## src/hw/adcc_pkg.sv

```systemverilog
// adcc_pkg: constants for the chained converter serial port
// assumes a 25 MHz core clock that samples every pin
package adcc_pkg;
	localparam int unsigned RES_BITS     = 16;
	localparam int unsigned CLK_HZ       = 25000000;
	// conversion time in ns, as a plain default for the model
	localparam int unsigned CONV_TIME_NS = 400;
	localparam int unsigned CONV_CYC_RAW =
		(CONV_TIME_NS * (CLK_HZ / 1000000)) / 1000;
	localparam int unsigned CONV_CYCLES  = (CONV_CYC_RAW < 1) ? 1 : CONV_CYC_RAW;
	localparam logic [4:0]  CNT_W_MAX    = 5'h1f;
	typedef enum logic [1:0] {
		ADCC_IDLE,
		ADCC_CONV,
		ADCC_READ
	} adcc_state_t;
endpackage

```

## src/hw/adcc_top.sv

```systemverilog
// adcc_top: device side of a daisy-chained 16-bit converter serial port
// assumes pins arrive asynchronously; sampled by ref_clk_i through two flops
// Operation
// - both chain input and conversion start low drive the data output low
// - start rising with clock low converts, chain mode, indicator off
// - start rising with clock high converts, chain mode, indicator on
// - no indicator: at conversion end put msb out, then acquire
// - later result bits shift out on successive clock falling edges
// - chain input enters shift register on each clock falling edge except the extra first one in indicator mode
// - indicator on: drive output high when conversion completes
// - each output bit after the first changes on a clock falling edge and stays stable across the rising edge; the first appears at conversion end
// - indicator mode only offered while high-rate select is low
`timescale 1ns/1ns
`default_nettype none
module adcc_top (
	// clock and reset
	input  wire logic                          ref_clk_i,
	input  wire logic                          rst_n_i,
	// link pins, all asynchronous to ref_clk_i
	input  wire logic                          conversion_start_input_i,
	input  wire logic                          sclk_i,
	input  wire logic                          serial_chain_input_i,
	input  wire logic                          high_rate_sel_i,
	// conversion result, from the analog core on ref_clk_i
	input  wire logic [adcc_pkg::RES_BITS-1:0] result_i,
	// serial output pin
	output logic                               serial_data_output_o,
	output logic                               serial_data_oe_n_o,
	output logic                               busy_ind_en_o
);
	import adcc_pkg::*;

	logic [3:0] s1_ff, s2_ff, nxt_s1, nxt_s2;
	logic       cnv_d_ff, sck_d_ff, nxt_cnv_d, nxt_sck_d;
	always_comb begin
		nxt_s1 = {high_rate_sel_i, serial_chain_input_i, sclk_i,
			conversion_start_input_i};
		nxt_s2 = s1_ff;
		nxt_cnv_d = s2_ff[0];
		nxt_sck_d = s2_ff[1];
	end
	always_ff @(posedge ref_clk_i) begin
		if (!rst_n_i) begin
			s1_ff <= 4'h0;
			s2_ff <= 4'h0;
			cnv_d_ff <= 1'b0;
			sck_d_ff <= 1'b0;
		end else begin
			s1_ff <= nxt_s1;
			s2_ff <= nxt_s2;
			cnv_d_ff <= nxt_cnv_d;
			sck_d_ff <= nxt_sck_d;
		end
	end

	logic cnv_s, sck_s, sdi_s, turbo_s, cnv_rise, sck_fall;
	assign cnv_s = s2_ff[0];
	assign sck_s = s2_ff[1];
	assign sdi_s = s2_ff[2];
	assign turbo_s = s2_ff[3];
	assign cnv_rise = cnv_s && !cnv_d_ff;
	assign sck_fall = !sck_s && sck_d_ff;

	adcc_state_t        st_ff, nxt_st;
	logic [RES_BITS-1:0] sh_ff, nxt_sh;
	logic [8:0]          cnt_ff, nxt_cnt;
	logic                busy_ff, nxt_busy;
	logic                sdo_ff, nxt_sdo;
	logic                oe_n_ff, nxt_oe_n;

	always_comb begin
		nxt_st = st_ff;
		nxt_sh = sh_ff;
		nxt_cnt = cnt_ff;
		nxt_busy = busy_ff;
		nxt_sdo = sdo_ff;
		nxt_oe_n = oe_n_ff;
		if (cnv_rise) begin
			// clock level at the start edge picks the indicator mode
			nxt_st = ADCC_CONV;
			nxt_busy = sck_s && !turbo_s;
			nxt_cnt = 9'(CONV_CYCLES);
			nxt_sdo = 1'b0;
			nxt_oe_n = 1'b0;
		end else begin
			unique case (st_ff)
				ADCC_IDLE: begin
					if (!cnv_s && !sdi_s) begin
						nxt_sdo = 1'b0;
						nxt_oe_n = 1'b0;
					end else begin
						nxt_oe_n = 1'b1;
					end
				end
				ADCC_CONV: begin
					nxt_cnt = cnt_ff - 9'h1;
					if (cnt_ff == 9'h1) begin
						nxt_st = ADCC_READ;
						nxt_sh = result_i;
						if (busy_ff) begin
							// indicator high tells the host to start reading
							nxt_sdo = 1'h1;
						end else begin
							nxt_sdo = result_i[RES_BITS-1];
						end
					end
				end
				ADCC_READ: begin
					if (!cnv_s) begin
						// start dropped: readback is cut short
						nxt_st = ADCC_IDLE;
						nxt_oe_n = sdi_s;
						if (!sdi_s) begin
							nxt_sdo = 1'h0;
						end
					end else if (sck_fall && busy_ff) begin
						// the extra first fall presents the msb, no shift
						nxt_sdo = sh_ff[RES_BITS-1];
						nxt_busy = 1'h0;
					end else if (sck_fall) begin
						nxt_sh = {sh_ff[RES_BITS-2:0], sdi_s};
						nxt_sdo = sh_ff[RES_BITS-2];
					end
				end
			endcase
		end
	end

	always_ff @(posedge ref_clk_i) begin
		if (!rst_n_i) begin
			st_ff <= ADCC_IDLE;
			sh_ff <= '0;
			cnt_ff <= 9'h0;
			busy_ff <= 1'b0;
			sdo_ff <= 1'b0;
			oe_n_ff <= 1'b1;
		end else begin
			st_ff <= nxt_st;
			sh_ff <= nxt_sh;
			cnt_ff <= nxt_cnt;
			busy_ff <= nxt_busy;
			sdo_ff <= nxt_sdo;
			oe_n_ff <= nxt_oe_n;
		end
	end

	logic busy_en_ff;
	always_ff @(posedge ref_clk_i) begin
		if (!rst_n_i)
			busy_en_ff <= 1'b0;
		else
			busy_en_ff <= nxt_busy;
	end

	assign serial_data_output_o = sdo_ff;
	assign serial_data_oe_n_o = oe_n_ff;
	assign busy_ind_en_o = busy_en_ff;
endmodule // adcc_top
`default_nettype wire

```

## config.mk

```make
export PLATFORM = sky130hd
export DESIGN_NAME = adcc_top
export DESIGN_NICKNAME = d
export VERILOG_FILES = /design/src/hw/adcc_pkg.sv /design/src/hw/adcc_top.sv
export SDC_FILE = /design/constraint.sdc
export NUM_CORES = 1
export LEC_CHECK = 0
export BUFFER_PORTS_ARGS = -buffer_cell sky130_fd_sc_hd__buf_2
export CORE_UTILIZATION = 55
export CTS_CLUSTER_SIZE = 16
export DETAILED_ROUTE_END_ITERATION = 8
export GPL_TIMING_DRIVEN = 1
export PLACE_DENSITY = 0.77
export REMOVE_ABC_BUFFERS = 1
export SYNTH_ARGS = -nofsm -noshare
export SYNTH_HDL_FRONTEND = slang
export SYNTH_SLANG_ARGS = --single-unit
```

## constraint.sdc

```tcl
create_clock -name ref_clk_i -period 1.9 [get_ports ref_clk_i]
set_input_delay 0.38 -clock ref_clk_i [delete_from_list [all_inputs] [get_ports ref_clk_i]]
set_output_delay 0.38 -clock ref_clk_i [all_outputs]
set_load 0.03 [all_outputs]
```

==> results.md, run 1 <==
* Clock buffers created by TritonCTS at 5
* Cells on worst reg2reg path at 6
* Fill cells at 313
* Status: finished, final reports clean
* Number of top-level design ports at 25
* Number of different library cells in the post-synthesis netlist at 40
* Fin crit share at 0.959
* WP data arrival at 2120 ps
* Number of global-route vias before repair at 1346
* Sum of overflow across all layers after global routing at 0
* Critical Setup Path Class: reg2reg
* #FFs+latches synth at 40
* Clock net sink count at 40
* Total Power at 1570 µW
* Syn-to-layout area delta at 13.5%
* Cell depth of the worst hold path at 2
* First-pass GRT wire length at about 5.6 mm
* Vertical die dimension at 61.0 µm
* CTS Hold Buffers Added at 0
* Antenna diode count at 0
* Site Rows at 21
* Number of port buffers at 24
* Via density at 5.12
* Area of the multi-input gates at 1030 µm²
* Clock transition at the registers of the reported paths at 130 ps
* Fraction of registers with async set/reset at 0
* Count of final hold-check violations at 0
* Upper clock frequency limit at 549 MHz
* CTS tree: done
* Initial antenna violation count at 0
* Post-synthesis area per instance at between 9 and 10 µm²
* Final cell count without fillers at about 280
* Worst Setup Start Kind: flop
* Proportion of layout cells with a drive suffix above 1 at 0.279
* Post-route design area at 2170 µm²
* Time the final worst path needs with I/O delays and setup at 1820 ps
* CTS resizes at 0
* Worst setup EP type: flop
* FF-to-FF Start: st_ff[0]
* R2R Path End: serial_data_output_o
* 1st-iter DRT viols at 57
* Clock insertion delay at the later pin of the skew report at about 360 ps
* Max Cap Viol at 0
* Data required time at the worst endpoint at 2200 ps
* Storage cell area at 802 µm²
* Number of buffers on the longest clock path at 2
* Leakage dissipation at 0.000939 µW
* Routed length per placed instance at 12.4 µm
* NumNets Final at 255
* Pin count of the biggest net entering global routing at 50
* Cell count after placement at around 270
* Post-placement cell area at between 2000 and 2500 µm²
* Via count of the routed design at approximately 1.4k
* Final Max Slew Viols at 0
* Starting Density at 0.573
* Detail Placement HPWL at 2.45 mm
* Worst Tran Pin Value at 411 ps
* Post-detailed-route count of antenna-violating nets at 0
* Peak supply drop at 0.576 mV
* Routability congestion estimate from global placement at 0.805
* Drt pass-1 iters at 4
* Drc violations at 0
* CP max FO at 4
* Final setup violation count at 0
* Deepest level of the CTS H-tree at 2
* Gate count after technology mapping at 201
* Die X at 61.0 µm
* Floorplan core area at 3340 µm²
* Total Routing Usage GR at 0.213
* EDFF count, synth at 0
* Endpoint of the worst hold path: nxt_s2[0]
* Tightest slew margin relative to the limit at 0.726
* Setup fix buffers added after clock tree synthesis at 0
* Most instantiated flip-flop cell in the synthesis netlist: sky130_fd_sc_hd__dfxtp_1
* Setup slack of the most critical reg-to-reg path at between 70 and 80 ps
* Floorplan die area at 3720 µm²
* Part of the Yosys area used for sequential elements at 0.419
* Root Buffer: sky130_fd_sc_hd__clkbuf_4
* Combined area of all synthesized cells at 1910 µm²
* Hold crit path type: in2reg
* Power per standard cell area at 723 nW/µm²
* Hold wc startpoint: conversion_start_input_i
* Clock tree skew after final layout at 12.4 ps
* Post-Route WL at approximately 3.4 mm
* YS warnings at 0
## cell usage after synthesis, types with 2 or more instances
cell type / number / area (µm²)
sky130_fd_sc_hd__a21boi_0: 2 / 15.0
sky130_fd_sc_hd__a21oi_1: 2 / 10.0
sky130_fd_sc_hd__a31oi_1: 3 / 18.8
sky130_fd_sc_hd__and2_1: 10 / 62.6
sky130_fd_sc_hd__buf_4: 2 / 15.0
sky130_fd_sc_hd__clkbuf_1: 8 / 30.0
sky130_fd_sc_hd__dfxtp_1: 40 / 801
sky130_fd_sc_hd__ha_1: 5 / 62.6
sky130_fd_sc_hd__inv_1: 5 / 18.8
sky130_fd_sc_hd__mux2_2: 17 / 191
sky130_fd_sc_hd__mux2i_1: 16 / 160
sky130_fd_sc_hd__nand2_1: 38 / 143
sky130_fd_sc_hd__nand3_1: 3 / 15.0
sky130_fd_sc_hd__nor2_1: 12 / 45.0
sky130_fd_sc_hd__nor3_1: 2 / 10.0
sky130_fd_sc_hd__nor4bb_1: 2 / 20.0
sky130_fd_sc_hd__o21a_1: 3 / 22.5
sky130_fd_sc_hd__o21ai_0: 3 / 15.0
sky130_fd_sc_hd__xnor2_1: 4 / 35.0
sky130_fd_sc_hd__xor2_1: 4 / 35.0
## layer usage
layer	global-route usage	up-vias	wire, µm
li1	-	734	-
met1	0.240	649	1550
met2	0.380	18	1710
met3	0.0704	6	100
met4	0.0682	0	53
met5	0	-	0
## cell families (layout without fill, tap and decap cells)
kind of cell	Yosys count	count (layout)	synth area share
flip-flops	40	40	0.419
adder cells (fa/ha/maj)	5	5	0.0327
XOR/XNOR	8	8	0.0366
buffers and inverters	18	46	0.0517
multiplexers	33	33	0.184
AND/OR/NAND/NOR	78	78	0.210
AO/OA/AOI/OAI	19	19	0.0667
## flip-flops by register name, indices dropped and copies added, names as in the netlist
name / count
st_ff: 2
serial_data_oe_n_o: 1
s2_ff: 4
nxt_s2: 4
serial_data_output_o: 1
busy_ind_en_o: 1
sh_ff: 16
cnt_ff: 9
cnv_d_ff: 1
sck_d_ff: 1
## report_power, final
group | switching, µW | internal, µW
Clock | 291 | 180
Combinational | 92.5 | 102
Sequential | 30.1 | 875
Total | 413 | 1160
## placed cells by master (no fill, tap or decap), types with 5 or more instances in the layout
| master | n |
|---|---|
| sky130_fd_sc_hd__and2_1 | 10 |
| sky130_fd_sc_hd__dfxtp_1 | 39 |
| sky130_fd_sc_hd__mux2_2 | 17 |
| sky130_fd_sc_hd__buf_4 | 8 |
| sky130_fd_sc_hd__nand2_1 | 38 |
| sky130_fd_sc_hd__buf_2 | 24 |
| sky130_fd_sc_hd__mux2i_1 | 16 |
| sky130_fd_sc_hd__clkbuf_4 | 5 |
| sky130_fd_sc_hd__nor2_1 | 12 |
| sky130_fd_sc_hd__inv_1 | 5 |
## worst max path at each step
stage / startpoint / endpoint / slack (ps) / depth (start not counted)
2_1_floorplan: st_ff[0] / sh_ff[0] / -370 / 6
3_3_place_gp: st_ff[0] / sh_ff[5] / 150 / 7
3_5_place_dp: st_ff[0] / sh_ff[13] / 80 / 7
4_1_cts: st_ff[0] / sh_ff[7] / 40 / 7
5_1_grt: cnt_ff[0] / serial_data_output_o / -20 / 5
6_report: st_ff[0] / serial_data_output_o / 80 / 6
## critical path, cell delays in order, from the launching register on
cell	delay, ps
sky130_fd_sc_hd__dfxtp_1	410
sky130_fd_sc_hd__inv_1	110
sky130_fd_sc_hd__ha_1	230
sky130_fd_sc_hd__nor4bb_1	260
sky130_fd_sc_hd__nor3_1	110
sky130_fd_sc_hd__or4b_1	490
sky130_fd_sc_hd__o21ai_1	150
## cell type report
class,count,area share
Clock buffer,6,0.0236
Clock inverter,2,0.00692
Inverter,5,0.00865
Multi-Input combinational cell,143,0.477
Sequential cell,40,0.369
Tap cell,46,0.0265
Timing Repair Buffer,33,0.0882
## stage by stage
stage | worst slack, ps | hold slack [ps] | utilization | TNS (ps)
floorplan | -375 | 412 | - | -5990
global placement | 147 | 413 | 0.623 | 0
detailed placement | 75.3 | 423 | 0.623 | 0
CTS | 41.3 | 205 | 0.643 | 0
global route | -16.2 | 196 | 0.651 | -16.2
finish | 77.9 | 216 | 0.651 | 0
Power figures use the tool's default switching activity.
==> run 2, diff against run 1 <==
--- a/config.mk
+++ b/config.mk
@@ -5,12 +5,12 @@
 export SDC_FILE = /design/constraint.sdc
 export NUM_CORES = 1
 export LEC_CHECK = 0
-export BUFFER_PORTS_ARGS = -buffer_cell sky130_fd_sc_hd__buf_2
 export CORE_UTILIZATION = 55
 export CTS_CLUSTER_SIZE = 16
 export DETAILED_ROUTE_END_ITERATION = 8
+export DONT_BUFFER_PORTS = 1
 export GPL_TIMING_DRIVEN = 1
-export PLACE_DENSITY = 0.77
+export PLACE_DENSITY = 0.7
 export REMOVE_ABC_BUFFERS = 1
 export SYNTH_ARGS = -nofsm -noshare
 export SYNTH_HDL_FRONTEND = slang
==> results.md, run 2 (synthesis gave the netlist of run 1 again) <==
* Sum of overflow across all layers after global routing at 0 (unchanged)
* Status: finished, final reports clean
* Critical Setup Path Class: reg2reg
* Max Cap Viol at 0 (unchanged)
* Fin crit share at 0.945 (-0.0136)
* Proportion of layout cells with a drive suffix above 1 at 0.181 (-0.0981)
* Worst Tran Pin Value at 351 ps (-59.2 ps)
* Chain of cells forming the critical path: inv_1, ha_1, nand4b_1, or3b_1, a21o_1, buf_4, mux2i_1
* Routed length per placed instance at 13.2 µm (+6.3%)
* Antenna diode count at 0 (unchanged)
* Via density at 5.42 (+5.9%)
* Worst hold slack at 112 ps (-104 ps)
* Number of buffers on the longest clock path at 2 (unchanged)
* Unrepaired setup endpoints after global routing: false
* Number of global-route vias before repair at 1274 (-5.3%)
* NumNets Final at 231 (-9.4%)
* Crit path buffers/inverters at 2 (+1)
* Floorplan die area at 3720 µm² (unchanged)
* Post-detailed-route count of antenna-violating nets at 0 (unchanged)
* Starting Density at 0.573 (unchanged)
* Worst setup EP type: flop
* CTS tree: done
* Clock insertion delay at the later pin of the skew report at 350 ps (about the same)
* Number of port buffers at 0 (-100%)
* Worst Setup Start Kind: flop
* Most flops, register: sh_ff
* Post-Route WL at 3.30 mm (-3.4%)
* Delay of the slowest cell on the worst path at 400 ps (-90 ps)
* Root Buffer: sky130_fd_sc_hd__clkbuf_4
* Time the final worst path needs with I/O delays and setup at 1800 ps (-25.8 ps)
* Largest registers: sh_ff (16), cnt_ff (9)
* Clock net sink count at 40 (unchanged)
* Floorplan core area at 3340 µm² (unchanged)
* Data required time at the worst endpoint at 2130 ps (-70 ps)
* Site Rows at 21 (unchanged)
* Initial antenna violation count at 0 (unchanged)
* Die X at 61.0 µm (unchanged)
* Power per standard cell area at 727 nW/µm² (+0.50%)
* Most frequent standard cell in the layout excluding fill and tap cells: sky130_fd_sc_hd__dfxtp_1
* Clock transition at the registers of the reported paths at 120 ps (about the same)
* 1st-iter DRT viols at 52 (-8.8%)
* Largest delay contributor family on the critical path: simple AND/OR/NAND/NOR gates
* Leakage dissipation at 0.000840 µW (-11%)
* Critical path origin: st_ff[0]
* Upper clock frequency limit at 557 MHz (+1.4%)
* Top library cells by usage in the layout, fill and taps aside: sky130_fd_sc_hd__dfxtp_1 (40), sky130_fd_sc_hd__nand2_1 (38), sky130_fd_sc_hd__mux2_2 (17)
* Via count of the routed design at 1355 (-3.7%)
* Final Max Slew Viols at 0 (unchanged)
* Syn-to-layout area delta at 5.56%
* Post-Route Utilization at 0.605 (-0.0454)
* Number of top-level design ports at 25 (unchanged)
* FF-to-FF Start: st_ff[0]
* Vertical die dimension at 61.0 µm (unchanged)
* CP max FO at 16 (+12)
* Tightest slew margin relative to the limit at 0.764 (+0.0375)
* Drt pass-1 iters at 4 (unchanged)
* Total Routing Usage GR at 0.210 (-0.00305)
* Final setup violation count at 0 (unchanged)
* Peak supply drop at 0.523 mV (-9.1%)
* Slowest cell on the critical path: sky130_fd_sc_hd__or3b_1
* Drc violations at 0 (unchanged)
* Hold crit path type: in2reg
* Deepest level of the CTS H-tree at 2 (unchanged)
* CTS resizes at 0 (unchanged)
* Detail Placement HPWL at 2.26 mm (-7.8%)
* Clock buffers created by TritonCTS at 5 (unchanged)
* Pin count of the biggest net entering global routing at 51 (+2.0%)
* WP data arrival at 2030 ps (-90 ps)
* Routability congestion estimate from global placement at 0.797 (-1.1%)
* Setup fix buffers added after clock tree synthesis at 0 (unchanged)
* Total Power at 1470 µW (-6.5%)
* CTS Hold Buffers Added at 0 (unchanged)
* Flip-flop count of the largest register after layout at 16 (unchanged)
* Hold wc startpoint: rst_n_i
* Count of final hold-check violations at 0 (unchanged)
* First-pass GRT wire length at 5.57 mm (-1.3%)
* Fill cells at 300 (-4.2%)
* Clock tree skew after final layout at 12.6 ps (+0.264 ps)
## run 2: cell count changes in the layout (fill, tap and decap cells not counted), sizes merged
| cell | before | now |
|---|---|---|
| buf | 33 | 9 |
| clkinvlp | 2 | 0 |
| clkinv | 0 | 1 |
## run 2: area by class of cell
type | instances | area, µm² | share of cell area
Tap cell | 46 | 57.6 | 0.0285
Inverter | 5 | 18.8 | 0.00929
Clock buffer | 6 | 41.3 | 0.0204
Sequential cell | 40 | 801 | 0.397
Multi-Input combinational cell | 143 | 1030 | 0.509
Clock inverter | 1 | 5.00 | 0.00248
Timing Repair Buffer | 9 | 67.6 | 0.0335
## run 2: final timing paths
path	slack (ps)	end	depth (start not counted)
worst max-delay path	100	sh_ff[0]	7
worst min-delay path	110	serial_data_oe_n_o	1
worst max register to register	100	sh_ff[0]	7
worst min register to register	440	s2_ff[2]	1
## run 2: per-stage QoR
step | TNS, ps | cells | instance area (µm²) | worst slack (ps)
CTS | 0 | 250 | 2000 | 89.1
finish | 0 | 250 | 2020 | 104
global placement | 0 | 243 | 1960 | 163
global route | 0 | 250 | 2020 | 30.0
detailed placement | 0 | 243 | 1960 | 151
floorplan | -5990 | 188 | 1830 | -375
## run 2: per-layer routing
metal	up-vias	routed length [µm]	global-route usage
met5	-	0	0
met4	0	75	0.0974
met2	36	1600	0.350
li1	679	-	-
met3	9	176	0.0810
met1	631	1450	0.238
## run 2: where the power goes
part,switching (µW),internal [µW]
Combinational,68.7,85.1
Clock,268,136
Sequential,34.3,875
==> run 3, diff against run 2 <==
--- a/config.mk
+++ b/config.mk
@@ -5,13 +5,14 @@
 export SDC_FILE = /design/constraint.sdc
 export NUM_CORES = 1
 export LEC_CHECK = 0
-export CORE_UTILIZATION = 55
+export CORE_UTILIZATION = 60
 export CTS_CLUSTER_SIZE = 16
 export DETAILED_ROUTE_END_ITERATION = 8
 export DONT_BUFFER_PORTS = 1
 export GPL_TIMING_DRIVEN = 1
-export PLACE_DENSITY = 0.7
+export PLACE_DENSITY = 0.76
 export REMOVE_ABC_BUFFERS = 1
 export SYNTH_ARGS = -nofsm -noshare
 export SYNTH_HDL_FRONTEND = slang
 export SYNTH_SLANG_ARGS = --single-unit
+export TNS_END_PERCENT = 10
==> results.md, run 3 (synthesis gave the netlist of run 1 again) <==
* Status: finished, final reports clean
* CTS tree: done
* Time the final worst path needs with I/O delays and setup at 1780 ps (-15.3 ps)
* Setup fix buffers added after clock tree synthesis at 0 (unchanged)
* Pin count of the biggest net entering global routing at 51 (unchanged)
* Fin crit share at 0.937 (-0.00808)
* Drt pass-1 iters at 4 (unchanged)
* Detail Placement HPWL at 2.34 mm (+3.7%)
* Via density at 5.39 (-0.53%)
* Final Max Slew Viols at 0 (unchanged)
* Post-Route Setup TNS at 0 ps (unchanged)
* Routability congestion estimate from global placement at 0.910 (+14%)
* Flip-flop count of the largest register after layout at 16 (unchanged)
* Total Routing Usage GR at 0.218 (+0.00772)
* Clock buffers created by TritonCTS at 5 (unchanged)
* Proportion of layout cells with a drive suffix above 1 at 0.201 (+0.0196)
* Via count of the routed design at 1337 (-1.3%)
* Routed length per placed instance at 13.5 µm (+2.5%)
* Upper clock frequency limit at 561 MHz (+0.86%)
* Clock tree skew after final layout at 10.1 ps (-2.49 ps)
* Root Buffer: sky130_fd_sc_hd__clkbuf_4
* Syn-to-layout area delta at 10.3%
* Leakage dissipation at 0.000875 µW (+4.2%)
* Post-Route Utilization at 0.697 (+0.0915)
* Most frequent standard cell in the layout excluding fill and tap cells: sky130_fd_sc_hd__dfxtp_1
* Setup slack of the most critical reg-to-reg path at 120 ps (+20 ps)
* Worst setup EP type: flop
* Antenna diode count at 0 (unchanged)
* Initial antenna violation count at 0 (unchanged)
* Final setup violation count at 0 (unchanged)
* Tightest slew margin relative to the limit at 0.770 (+0.00592)
* Clock transition at the registers of the reported paths at 130 ps (about the same)
* Floorplan core area at 3030 µm² (-9.3%)
* Site Rows at 20 (-4.8%)
* Number of port buffers at 0 (unchanged)
* CTS Hold Buffers Added at 0 (unchanged)
* Number of buffers on the longest clock path at 2 (unchanged)
* Max Cap Viol at 0 (unchanged)
* 1st-iter DRT viols at 55 (+5.8%)
* Largest registers: sh_ff (16), cnt_ff (9)
* Number of global-route vias before repair at 1288 (+1.1%)
* Post-placement cell area at 1960 µm² (+0.13%)
* Count of final hold-check violations at 0 (unchanged)
* Unrepaired setup endpoints after global routing: false
* Critical Setup Path Class: reg2reg
* Clock net sink count at 40 (unchanged)
* Top library cells by usage in the layout, fill and taps aside: sky130_fd_sc_hd__dfxtp_1 (39), sky130_fd_sc_hd__nand2_1 (38), sky130_fd_sc_hd__mux2_2 (17)
* Post-Route WL at 3.36 mm (+1.7%)
* Post-route design area at 2110 µm² (+4.5%)
* Peak supply drop at 0.593 mV (+13%)
* Vertical die dimension at 58.5 µm (-4.1%)
* Cell count after placement at 240 (-1.2%)
* Power per standard cell area at 898 nW/µm² (+24%)
* Post-detailed-route count of antenna-violating nets at 0 (unchanged)
* Most flops, register: sh_ff
* WP data arrival at 2060 ps (+30 ps)
* Drc violations at 0 (unchanged)
* Number of top-level design ports at 25 (unchanged)
* Floorplan die area at 3420 µm² (-8.1%)
* NumNets Final at 230 (-0.43%)
* Hold crit path type: in2reg
* Worst Tran Pin Value at 345 ps (-6.43 ps)
* CP max FO at 16 (unchanged)
* Starting Density at 0.632 (+0.0585)
* First-pass GRT wire length at 5.58 mm (+0.25%)
* Sum of overflow across all layers after global routing at 0 (unchanged)
* Worst Setup Start Kind: flop
* Data required time at the worst endpoint at 2170 ps (+40 ps)
* Clock insertion delay at the later pin of the skew report at 350 ps (about the same)
* Die X at 58.5 µm (-4.1%)
* Deepest level of the CTS H-tree at 2 (unchanged)
* Final cell count without fillers at 248 (-0.80%)
## run 3: changes by cell type in the layout (fill, tap and decap cells not counted), sizes merged
cell    before  now
bufinv       0    3
buf          9    8
clkbuf       6    5
clkinv       1    0
## run 3: layout make-up
type                       instances  area (µm²)
sequential                        40         802
fill                             242         918
tap                               44        55.1
clock inverter                     3        90.1
multi-input combinational        143        1030
timing repair buffer               8        72.6
clock buffer                       5        37.5
inverter                           5        18.8
## run 3: final timing paths
path | end | from | cells past startpoint
hold reg to reg | s2_ff[3] | nxt_s2[3] | 1
hold / removal | serial_data_oe_n_o | rst_n_i | 1
setup reg to reg | sh_ff[8] | st_ff[0] | 7
setup / recovery | sh_ff[8] | st_ff[0] | 7
## run 3: through the flow
| stage | power (µW) | hold WS (ps) | worst slack, ps |
|---|---|---|---|
| after floorplan | 1040 | 412 | -375 |
| after detailed placement | 1080 | 423 | 87.8 |
| after global placement | 1070 | 415 | 176 |
| final | 1890 | 113 | 119 |
| after global routing | 1960 | 101 | 7.26 |
| after CTS | 1900 | 99.0 | 46.2 |
## run 3: layer usage
layer / wire [µm] / track usage
met2: 1780 / 0.394
met5: 0 / 0
met3: 111 / 0.0659
met4: 19 / 0.0612
met1: 1440 / 0.248
## run 3: report_power, final
| group | switching (µW) | internal [µW] | total, µW | leakage [µW] |
|---|---|---|---|---|
| sequential | 34.4 | 876 | 910 | 0.000327 |
| clock | 285 | 542 | 827 | 0.0000654 |
| combinational | 70.2 | 87.0 | 157 | 0.000483 |
| total | 389 | 1500 | 1890 | 0.000875 |
## run 3: timing repair
item	CTS	global route
gates resized for setup	0	5
hold endpoints to repair	0	0
endpoints found under the setup margin	0	8
## run 3: critical path, stage by stage, from the launching register on
cell	delay (ps)
sky130_fd_sc_hd__dfxtp_2	360
sky130_fd_sc_hd__inv_1	80
sky130_fd_sc_hd__ha_2	200
sky130_fd_sc_hd__nand4b_1	130
sky130_fd_sc_hd__or3b_1	400
sky130_fd_sc_hd__a21o_1	200
sky130_fd_sc_hd__buf_12	170
sky130_fd_sc_hd__mux2i_1	170
